$ cat config.mk
export PLATFORM = sky130hd
export DESIGN_NAME = six_bit_io_port_bank
export DESIGN_NICKNAME = d
export VERILOG_FILES = /design/src/rtl/io_port_pkg.sv /design/src/rtl/io_port_bank.sv
export SDC_FILE = /design/constraint.sdc
export NUM_CORES = 1
export LEC_CHECK = 0
export BUFFER_PORTS_ARGS = -buffer_cell sky130_fd_sc_hd__buf_2
export CAP_MARGIN = 20
export CORE_UTILIZATION = 50
export DETAILED_ROUTE_END_ITERATION = 12
export HOLD_SLACK_MARGIN = 0.06
export MAX_ROUTING_LAYER = met4
export PLACE_DENSITY = 0.74
export SLEW_MARGIN = 20
export SYNTH_ARGS = -nofsm -noshare
export SYNTH_HDL_FRONTEND = slang
export SYNTH_SLANG_ARGS = --single-unit
$ cat constraint.sdc
create_clock -name i_core_clk -period 4.3 [get_ports i_core_clk]
set_clock_uncertainty 0.15 [all_clocks]
set_input_delay 0 -clock i_core_clk [delete_from_list [all_inputs] [get_ports i_core_clk]]
set_output_delay 0 -clock i_core_clk [all_outputs]
set_load 0.05 [all_outputs]
$ cat src/rtl/io_port_pkg.sv
// Constants and types shared by the six-bit I/O port bank.
// Behaviour
// - Port reads return pin levels, not latches.
// - Only bits 5..0 exist; bits 7,6 read zero.
// - Pin 3 of the first port is input only, never driven.
// - Alternate-function pins read as zero.
// - One shared pull-up and wake enable.
// - Master clear: pull-up on, no wake on pin 3.
// - Direction load copies working value to direction.
// - Direction one floats pin, zero drives latch.
// - Direction registers write-only, reset to ones.
// - Timer clock owns port C pin 5 after reset.
// - Latches hold; inputs are not latched.
// - Bit set/clear rewrites all latches of the addressed port from pins.
// - Write at cycle end, read at cycle start.
// - Wake flag set on pin-change wake reset only.
// - Option bit 7 zero enables wake-on-change.
// - Option bit 6 zero enables weak pull-ups.
// - Timer clock select forces its pin to input.
package io_port_pkg;

  // ----------------------------------------
  // Register offsets and fields
  // ----------------------------------------
  localparam logic [4:0] STATUS_ADDR      = 5'h03;
  localparam logic [4:0] FIRST_PORT_ADDR  = 5'h06;
  localparam logic [4:0] SECOND_PORT_ADDR = 5'h07;
  localparam int         WAKE_FLAG_BIT    = 7;
  localparam int         WAKE_DIS_BIT     = 7;
  localparam int         PULLUP_DIS_BIT   = 6;
  localparam int         TMR_CLK_SEL_BIT  = 5;
  localparam int         PORT_WIDTH       = 6;
  localparam int         MASTER_CLEAR_INPUT_PIN         = 3;
  localparam int         TMR_CLK_PIN      = 5;
  localparam logic [5:0] DIR_RESET        = 6'h3f;
  localparam logic [7:0] OPTION_RESET     = 8'hff;
  localparam logic [5:0] SHARED_PIN_MASK  = 6'h1b;

  // ----------------------------------------
  // Operations
  // ----------------------------------------
  typedef enum logic [2:0] {
    OP_NONE     = 3'b000,
    OP_READ     = 3'b001,
    OP_WRITE    = 3'b010,
    OP_BIT_SET  = 3'b011,
    OP_BIT_CLR  = 3'b100,
    OP_DIR_LOAD = 3'b101,
    OP_OPT_LOAD = 3'b110
  } port_op_type;

endpackage

$ cat src/rtl/io_port_bank.sv
// Two six-bit I/O ports with direction logic; pull-up and wake-on-change logic on the first port only.
`timescale 1ns/1ps
module six_bit_io_port_bank
  import io_port_pkg::*;
(
  input  wire logic        i_core_clk,
  input  wire logic        i_rst,
  input  wire logic        i_cycle_start,
  input  wire logic        i_cycle_end,
  input  wire port_op_type i_op,
  input  wire logic [4:0]  i_addr,
  input  wire logic [2:0]  i_bit,
  input  wire logic [7:0]  i_wreg,
  input  wire logic        i_wake_reset,
  input  wire logic        i_sleeping,
  input  wire logic        i_master_clear_input_enable,
  input  wire logic [5:0]  i_first_alt_mask,
  input  wire logic [5:0]  i_second_alt_mask,
  input  wire logic [5:0]  i_first_pin_in,
  input  wire logic [5:0]  i_second_pin_in,
  output logic [5:0]       o_first_pin_out,
  output logic [5:0]       o_first_pin_oe,
  output logic [5:0]       o_second_pin_out,
  output logic [5:0]       o_second_pin_oe,
  output logic [5:0]       o_first_pullup_en,
  output logic [7:0]       o_rdata,
  output logic             o_pin_change_wake_flag,
  output logic             o_wake_request
);

  // ----------------------------------------
  // Pin synchronisers
  // ----------------------------------------
  logic [5:0] first_s1, first_s2, first_s3, first_pins;
  logic [5:0] second_s1, second_s2, second_s3, second_pins;

  always_ff @(posedge i_core_clk) begin
    first_s1  <= i_first_pin_in;
    first_s2  <= first_s1;
    first_s3  <= first_s2;
    second_s1 <= i_second_pin_in;
    second_s2 <= second_s1;
    second_s3 <= second_s2;
  end

  // A level counts only once two stages agree, so a glitch is not read.
  always_ff @(posedge i_core_clk) begin
    if (i_rst) begin
      first_pins  <= 6'h00;
      second_pins <= 6'h00;
    end else begin
      for (int i = 0; i < PORT_WIDTH; i++) begin
        if (first_s2[i] == first_s3[i]) begin
          first_pins[i] <= first_s3[i];
        end
        if (second_s2[i] == second_s3[i]) begin
          second_pins[i] <= second_s3[i];
        end
      end
    end
  end

  // ----------------------------------------
  // Control registers
  // ----------------------------------------
  logic [5:0] dir_first;
  logic [5:0] dir_second;
  logic [7:0] option;
  logic [5:0] latch_first;
  logic [5:0] latch_second;
  logic [5:0] snap_first;
  logic [5:0] snap_second;
  logic       op_pending;
  logic       op_is_second;

  wire sel_first  = (i_addr == FIRST_PORT_ADDR);
  wire sel_second = (i_addr == SECOND_PORT_ADDR);
  wire sel_any    = sel_first | sel_second;

  // Pins read as zero where an alternate function owns them.
  wire [5:0] read_first  = first_pins & ~i_first_alt_mask;
  wire tmr_owns          = option[TMR_CLK_SEL_BIT];
  wire [5:0] second_alt  = i_second_alt_mask | {tmr_owns, 5'h00};
  wire [5:0] read_second = second_pins & ~second_alt;

  // Bit operations work on the value sampled at the start of the cycle.
  wire [5:0] snap_sel  = op_is_second ? snap_second : snap_first;
  wire [5:0] bit_mask  = 6'h01 << i_bit;
  wire       bit_valid = (i_bit < 3'd6);
  wire [5:0] rmw_set   = bit_valid ? (snap_sel | bit_mask) : snap_sel;
  wire [5:0] rmw_clr   = bit_valid ? (snap_sel & ~bit_mask) : snap_sel;

  always_ff @(posedge i_core_clk) begin
    if (i_rst) begin
      snap_first   <= 6'h00;
      snap_second  <= 6'h00;
      op_pending   <= 1'b0;
      op_is_second <= 1'b0;
    end else if (i_cycle_start) begin
      snap_first   <= read_first;
      snap_second  <= read_second;
      op_pending   <= (i_op != OP_NONE);
      op_is_second <= sel_second;
    end else if (i_cycle_end) begin
      op_pending <= 1'b0;
    end
  end

  always_ff @(posedge i_core_clk) begin
    if (i_rst) begin
      dir_first  <= DIR_RESET;
      dir_second <= DIR_RESET;
      option     <= OPTION_RESET;
    end else if (i_cycle_end && op_pending) begin
      if (i_op == OP_DIR_LOAD && sel_first) begin
        dir_first <= i_wreg[5:0];
      end
      if (i_op == OP_DIR_LOAD && sel_second) begin
        dir_second <= i_wreg[5:0];
      end
      if (i_op == OP_OPT_LOAD) begin
        option <= i_wreg;
      end
    end
  end

  // Latches are not reset: their content is unknown until first written.
  always_ff @(posedge i_core_clk) begin
    if (i_cycle_end && op_pending && sel_any) begin
      unique case (i_op)
        OP_WRITE: begin
          if (sel_first) latch_first <= i_wreg[5:0];
          else latch_second <= i_wreg[5:0];
        end
        OP_BIT_SET: begin
          if (sel_first) latch_first <= rmw_set;
          else latch_second <= rmw_set;
        end
        OP_BIT_CLR: begin
          if (sel_first) latch_first <= rmw_clr;
          else latch_second <= rmw_clr;
        end
        default: begin
        end
      endcase
    end
  end

  // ----------------------------------------
  // Pin drive
  // ----------------------------------------
  logic [5:0] drive_first_mask;
  logic [5:0] drive_second_mask;
  assign drive_first_mask  = ~dir_first & ~(6'h01 << MASTER_CLEAR_INPUT_PIN);
  assign drive_second_mask = ~dir_second & ~{tmr_owns, 5'h00};

  always_ff @(posedge i_core_clk) begin
    if (i_rst) begin
      o_first_pin_out  <= 6'h00;
      o_first_pin_oe   <= 6'h00;
      o_second_pin_out <= 6'h00;
      o_second_pin_oe  <= 6'h00;
    end else begin
      o_first_pin_out  <= latch_first & drive_first_mask;
      o_first_pin_oe   <= drive_first_mask;
      o_second_pin_out <= latch_second & drive_second_mask;
      o_second_pin_oe  <= drive_second_mask;
    end
  end

  // ----------------------------------------
  // Pull-ups and wake-on-change
  // ----------------------------------------
  wire       pullup_on  = ~option[PULLUP_DIS_BIT];
  wire       wake_on    = ~option[WAKE_DIS_BIT];
  wire [5:0] master_clear_input_bit   = i_master_clear_input_enable ? (6'h01 << MASTER_CLEAR_INPUT_PIN) : 6'h00;
  wire [5:0] pu_mask    = (pullup_on ? SHARED_PIN_MASK : 6'h00) | master_clear_input_bit;
  wire [5:0] wake_mask  = wake_on ? (SHARED_PIN_MASK & ~master_clear_input_bit) : 6'h00;
  wire       mismatch   = |((first_pins ^ snap_first) & wake_mask);

  always_ff @(posedge i_core_clk) begin
    if (i_rst) begin
      o_first_pullup_en      <= 6'h00;
      o_wake_request         <= 1'b0;
    end else begin
      o_first_pullup_en <= pu_mask;
      o_wake_request    <= i_sleeping & mismatch;
    end
  end

  // The wake flag records the cause of the reset that is now being taken.
  always_ff @(posedge i_core_clk) begin
    if (i_rst) begin
      o_pin_change_wake_flag <= i_wake_reset ? 1'b1 : 1'b0;
    end
  end

  // ----------------------------------------
  // Read data
  // ----------------------------------------
  wire [7:0] status_rd = {o_pin_change_wake_flag, 7'h00};
  wire [7:0] port_rd   = {2'b00, sel_first ? read_first : read_second};

  always_ff @(posedge i_core_clk) begin
    if (i_rst) begin
      o_rdata <= 8'h00;
    end else if (i_cycle_start && i_op == OP_READ) begin
      if (sel_any) begin
        o_rdata <= port_rd;
      end else if (i_addr == STATUS_ADDR) begin
        o_rdata <= status_rd;
      end else begin
        o_rdata <= 8'h00;
      end
    end
  end

endmodule

* Word level (Yosys, flattened, before mapping)
Cells that the tools add are included.
Storage, ports and cells: input bits 50, logic and storage cells 119, output and inout port bits 40, bits in registers 134
Cells by class: order comparisons 1, reduce and logical (&&, ||, !) cells 14, eq/ne operators 27, muxes and demuxes 20, shift-type cells 1, bitwise gates (word level) 20
Operator list (number):
- $mux W6 | 10
- $and A6 B6 Y6 | 6
- $not A6 Y6 | 6
- $pmux W6 S3 | 2
- $mux W8 | 2
- $eq A1 B1 Y1 | 12
- $ne A2 B2 Y1 const B | 6
- $or A6 B6 Y6 | 2
- $eq A5 B3 Y1 const B | 2
- $mux W5 | 2
- $reduce_and A5 Y1 | 2
- $eq A3 B3 Y1 const B | 3
- $and A6 B5 Y6 | 1
- $eq A3 B2 Y1 const B | 2
- $reduce_and A2 Y1 | 3
- $reduce_bool A3 Y1 | 2
- $reduce_or A6 Y1 | 1
- $shl A1 B3 Y6 const A | 1
- $xor A6 B6 Y6 | 1
- $eq A5 B2 Y1 const B | 1
- $logic_and A1 B1 Y1 | 5
- $not A4 Y5 | 1
- $or A5 B4 Y5 | 1
- $mux W4 | 1
- 6 further kinds | 8

* Logic depth before layout (Yosys ltp)
depth in word-level cells 6, mapped depth 5

* Worst setup path after synthesis
No wires, ideal clock.
kind register to register, start point reg op_is_second, end point reg latch_first[5], data pin, data required time 3.885 ns, arrival time 1.220 ns, stages on the path, launching flop included 5, library setup time 0.265 ns, slack 2.664 ns, period minus slack after synthesis 1.636 ns, buffers on the path 1, cells stage by stage dfxtp_1 clkbuf_1 mux2i_1 nand2b_1 a221o_1
On the way: word-level cells in the longest chain between the ends 5
RTL lines:
- start: declaration | line io_port_bank.sv:74 | logic op_is_second;
- start signal: assignment | line io_port_bank.sv:103 | op_is_second <= sel_second;
- $mux W6 (*) | line io_port_bank.sv:87 | wire [5:0] snap_sel = op_is_second ? snap_second : snap_first;
- $and A6 B6 Y6 / $or A6 B6 Y6 (equally long branches) | line io_port_bank.sv:91, io_port_bank.sv:90
- $mux W6, on equally long branches | line io_port_bank.sv:91, io_port_bank.sv:90
- $mux W6, on equally long branches | line io_port_bank.sv:140, io_port_bank.sv:136
- $pmux W6 S3 (*) | line io_port_bank.sv:130 | unique case (i_op)
- end signal: assignment | line io_port_bank.sv:132 | if (sel_first) latch_first <= i_wreg[5:0];
- end signal: assignment | line io_port_bank.sv:136 | if (sel_first) latch_first <= rmw_set;
- end signal: assignment | line io_port_bank.sv:140 | if (sel_first) latch_first <= rmw_clr;
- end: declaration | line io_port_bank.sv:69 | logic [5:0] latch_first;
Every way passes the cells marked *; elsewhere a longest branch is shown, timed or not. The select of a mux whose other input is x is not followed. A chain may end at the register's enable or synchronous reset.

* Final worst setup path
start point in i_cycle_start, end point reg o_rdata[7]
On the way: word-level cells in the longest chain between the ends 1
RTL lines:
- start: declaration | line io_port_bank.sv:8 | input wire logic i_cycle_start,
- $logic_and A1 B1 Y1 | line io_port_bank.sv:207 | end else if (i_cycle_start && i_op == OP_READ) begin
- end signal: assignment | line io_port_bank.sv:209 | o_rdata <= port_rd;
- end signal: assignment | line io_port_bank.sv:211 | o_rdata <= status_rd;
- end: declaration | line io_port_bank.sv:26 | output logic [7:0] o_rdata,
Every way passes these cells.

==> tab_implementation.tex <==
\begin{tabular}{lr}
\hline
Metric & Value \\
\hline
\multicolumn{2}{l}{\textbf{Setup path}} \\
\quad CP max-delay cell & sky130\_fd\_sc\_hd\_\_dlygate4sd3\_1 \\
\quad Cells traversed along the worst timing path & dlygate4sd3\_1 > buf\_2 > nor4bb\_1 > buf\_4 > nand4b\_1 > dlygate4sd3\_1 > a21oi\_1 > dlygate4sd3\_1 \\
\quad Critical setup path kind & in2reg \\
\quad Slowest cell delay on critical path & 0.62 ns \\
\quad Arrival time reported for the critical path endpoint & approximately 3.1 ns \\
\quad Endpoint type of the worst setup path & flip-flop \\
\quad Cell with the most instances on the worst path & sky130\_fd\_sc\_hd\_\_dlygate4sd3\_1 \\
\quad CP top delay family & buffers and inverters \\
\quad Endpoint required time on the critical path & 4.61 ns \\
\quad Highest net fanout along the worst path & 30 \\
\quad Critical path buffer and inverter count & 5 \\
\quad Crit path launch type & input pin \\
\multicolumn{2}{l}{\textbf{GRT}} \\
\quad Total global routing overflow & 0 \\
\quad Via count of the first global-routing pass & 3537 \\
\quad M1 GR Usage & between 20 and 30\% \\
\quad Global routing met3 resource utilization & 6.486\% \\
\quad Gr usage total & 26.71\% \\
\quad Initial antenna violation count & 0 \\
\quad First-pass GRT wire length & 16.78 mm \\
\quad Met2 GRT Util & 47.41\% \\
\quad Busiest layer in global routing & met2 \\
\quad Maximum number of pins on one net before global-route repair & between 50 and 60 \\
\multicolumn{2}{l}{\textbf{Synthesis}} \\
\quad Synthesized cell area & 4110 um\^{}2 \\
\quad Number of distinct library cell variants in the gate-level netlist after synthesis & 39 \\
\quad Average cell area after synthesis & 10.93 um\^{}2 \\
\quad Leading area contributor after synthesis & sky130\_fd\_sc\_hd\_\_dfxtp\_1 \\
\quad Number of register bits inferred by synthesis & 120 \\
\quad Cell count after synthesis & 376 \\
\quad Most numerous cell in the Yosys netlist & sky130\_fd\_sc\_hd\_\_dfxtp\_1 \\
\quad Fraction of synthesized cell area taken by the top area cell type & roughly 53\% \\
\quad Most numerous cell types in the synthesized netlist & sky130\_fd\_sc\_hd\_\_dfxtp\_1, sky130\_fd\_sc\_hd\_\_a21oi\_1, sky130\_fd\_sc\_hd\_\_nand2\_1, sky130\_fd\_sc\_hd\_\_nor2\_1, sky130\_fd\_sc\_hd\_\_nand2b\_1 \\
\quad EDFF count, synth & 12 \\
\quad Sequential-to-total area share from yosys stat & between 60 and 70\% \\
\quad Main flop type after synthesis & sky130\_fd\_sc\_hd\_\_dfxtp\_1 \\
\quad Post-synth ARST share & 0\% \\
\quad Cells taking the most area after synthesis & sky130\_fd\_sc\_hd\_\_dfxtp\_1, sky130\_fd\_sc\_hd\_\_edfxtp\_1, sky130\_fd\_sc\_hd\_\_a21oi\_1 \\
\quad Yosys synthesis warning count & 0 \\
\multicolumn{2}{l}{\textbf{Power}} \\
\quad Pwr dens & about 440 nW/um\^{}2 \\
\quad Combinational group share of total power & 6.5\% \\
\quad Net switching power & 638.4 uW \\
\quad Part of the power in registers & a little over two fifths \\
\quad Leak & $\sim$2.6 nW \\
\quad Internal power & 2.089 mW \\
\quad Peak supply drop & roughly 0.00028 V \\
\quad Portion of total power attributed to the clock network & 50.2\% \\
\quad Net switching fraction of the power & a little under a quarter \\
\multicolumn{2}{l}{\textbf{Timing}} \\
\quad Number of pins with negative max-slew slack in the final report & 0 \\
\quad FMAX & 0.3648 GHz \\
\quad Final critical delay including setup and external delays & 2.742 ns \\
\quad Unrepaired setup endpoints after global routing & false \\
\quad Worst max-slew margin expressed relative to the limit & 29.26\% \\
\quad Final clock period utilization by the worst path & 63.76\% \\
\quad Finish-stage setup viols & 0 \\
\quad Number of hold-slack violations in the final timing report & 0 \\
\quad Slew of the pin with the lowest slew margin & 1.061 ns \\
\quad Sum of negative setup slack & 0 ns \\
\multicolumn{2}{l}{\textbf{Placed design}} \\
\quad Routability congestion estimate & 0.8612 \\
\quad Half-perimeter wire length of the detailed placement result & 5.609 mm \\
\quad Number of I/O port buffers & 84 \\
\multicolumn{2}{l}{\textbf{Clock network}} \\
\quad Root Buffer Master & sky130\_fd\_sc\_hd\_\_clkbuf\_8 \\
\quad CTS sink cnt & 120 \\
\quad Clock tree from TritonCTS & done \\
\quad Maximum root-to-sink buffer count & 2 \\
\quad CTS H-tree lvls & 4 \\
\quad Post-CTS setup repair buffer count & 0 \\
\quad Clock insertion delay at the later pin of the skew report & 0.51 ns \\
\quad Clock-pin slew reported for the worst setup and hold paths after clock tree synthesis & around 0.06 ns \\
\quad Number of buffers inserted during clock tree synthesis & 17 \\
\multicolumn{2}{l}{\textbf{Finish}} \\
\quad Ant. Diodes & 0 \\
\quad Register with the most flip-flops & o\_rdata \\
\quad End-of-flow core utilization & 78.17\% \\
\quad Max reg flops & 7 \\
\quad Number of fill cells & 497 \\
\quad Growth of design area from synthesis to finish & 49.25\% \\
\quad Layout cell share with drive strength beyond 1 & 21.19\% \\
\quad Sequential cell area in the final layout & 2522 um\^{}2 \\
\quad Number of nets in the final layout & 608 \\
\quad Area used by multi-input combinational logic & between 1000 and 1500 um\^{}2 \\
\multicolumn{2}{l}{\textbf{Floorplanning}} \\
\quad Die X-Extent & 92.67 um \\
\quad FP Rows & 32 \\
\quad Die extent in y & 92.67 um \\
\quad Die outline area & $\sim$8600 um\^{}2 \\
\quad Ports placed on the boundary & 90 \\
\quad Core Area & 7848 um\^{}2 \\
\quad Initial core utilization & 52.38\% \\
\multicolumn{2}{l}{\textbf{Detailed routing}} \\
\quad Iter 0 DRT Violations & 226 \\
\quad Total iterations of the first detailed-routing run & 4 \\
\quad Aggregate routed wire length & around 10 mm \\
\quad Post-detailed-route DRC marker count & 0 \\
\quad Final antenna-violating net count & 0 \\
\quad Vias & between 3000 and 4000 \\
\quad Detail-routed via count per cell & $\sim$5.2 \\
\quad Routed len/inst & 15.60 um \\
\multicolumn{2}{l}{\textbf{Run status}} \\
\quad Run status & completed \\
\multicolumn{2}{l}{\textbf{Flow run}} \\
\quad Number of maximum-capacitance constraint violations & 0 \\
\multicolumn{2}{l}{\textbf{Min path}} \\
\quad Worst Hold Class & in2reg \\
\hline
\end{tabular}
## stage by stage
step / worst slack (ns) / cell area, um^2 / hold slack, ns / std cells / power, mW
6_report: 1.558 / 6135 / 0.1385 / 673 / 2.727
4_1_cts: 1.789 / 6135 / 0.1068 / 673 / 2.735
3_5_place_dp: 2.429 / 4544 / -0.04602 / 540 / 1.322
5_1_grt: 1.457 / 6135 / 0.1402 / 673 / 2.813
3_3_place_gp: 2.476 / 4544 / -0.04703 / 540 / 1.317
2_1_floorplan: 2.664 / 4125 / -0.1223 / 380 / 1.278
## per-layer routing
| layer | routed length (um) | part of all wire, % |
|---|---|---|
| met4 | 312 | 3.0 |
| met2 | 5498 | 52 |
| met5 | 0 | 0 |
| met3 | 559 | 5.3 |
| met1 | 4129 | 39 |
## kinds of logic (layout without fill, tap and decap cells)
kind of cell	count (synthesis)	count (layout)	share of synthesized area, %
multiplexers	17	17	4.140
flip-flops	120	120	61.37
AND/OR/NAND/NOR	131	131	19.24
other	1	5	0.09124
XOR/XNOR	4	4	0.8523
AO/OA/AOI/OAI	71	71	10.53
buffers and inverters	32	223	3.775
## cell type report
type | instances | area share, %
timing repair buffer | 186 | 23.46
tap | 102 | 2.080
inverter | 5 | 0.3059
clock buffer | 17 | 6.751
multi-input combinational | 228 | 23.60
sequential | 120 | 41.12
clock inverter | 15 | 2.692
## worst min-delay path, cell delays in order
cell and delay [ns]:
sky130_fd_sc_hd__buf_2 0.11, sky130_fd_sc_hd__and4bb_2 0.27, sky130_fd_sc_hd__nand2_1 0.07, sky130_fd_sc_hd__nor2_1 0.13
## final timing paths
| kind | end | cells after the start | slack (ns) | from |
|---|---|---|---|---|
| max | o_rdata[7] | 8 | 1.56 | i_cycle_start |
| min | latch_second[2] | 4 | 0.14 | i_addr[1] |
| max reg2reg | option[7] | 5 | 2.08 | op_pending |
| min reg2reg | first_s2[1] | 0 | 0.18 | first_s1[1] |
## cell usage in the layout (no fill, tap or decap), types with 2 or more instances in the layout
master                          instances
sky130_fd_sc_hd__bufinv_16              2
sky130_fd_sc_hd__conb_1                 5
sky130_fd_sc_hd__buf_2                 84
sky130_fd_sc_hd__nand3b_1              11
sky130_fd_sc_hd__nor3_1                 3
sky130_fd_sc_hd__mux2i_1               17
sky130_fd_sc_hd__nor3b_1               10
sky130_fd_sc_hd__nand3_1                7
sky130_fd_sc_hd__inv_1                  5
sky130_fd_sc_hd__nand2b_1              18
sky130_fd_sc_hd__clkinv_4               3
sky130_fd_sc_hd__a221o_1                6
sky130_fd_sc_hd__nor2b_1                2
sky130_fd_sc_hd__nor4bb_1               3
sky130_fd_sc_hd__and2_1                11
sky130_fd_sc_hd__nand4b_1               2
sky130_fd_sc_hd__dlygate4sd3_1        101
sky130_fd_sc_hd__and3b_1                7
sky130_fd_sc_hd__nand2_1               26
sky130_fd_sc_hd__nor2_1                21
sky130_fd_sc_hd__o21ai_0               15
sky130_fd_sc_hd__clkbuf_16             16
sky130_fd_sc_hd__o211ai_1               7
sky130_fd_sc_hd__clkinvlp_4             2
sky130_fd_sc_hd__a21oi_1               34
sky130_fd_sc_hd__inv_6                  6
sky130_fd_sc_hd__and4b_1                2
sky130_fd_sc_hd__o32ai_1                6
sky130_fd_sc_hd__xor2_1                 4
sky130_fd_sc_hd__dfxtp_1              108
sky130_fd_sc_hd__edfxtp_1              12
## power by group through the flow
stage / Combinational, mW / Clock (mW) / Sequential [mW]
after floorplan: 0.0752 / 0 / 1.20
after global placement: 0.115 / 0 / 1.20
after detailed placement: 0.118 / 0 / 1.20
after CTS: 0.171 / 1.38 / 1.18
after global routing: 0.191 / 1.44 / 1.19
final: 0.177 / 1.37 / 1.18
## what timing repair did
item | in CTS | in global routing
hold buffers | 101 | 0
endpoints found under the hold margin | 82 | 0
gates resized for setup | 0 | 0
(Power assumes the default switching activity.)
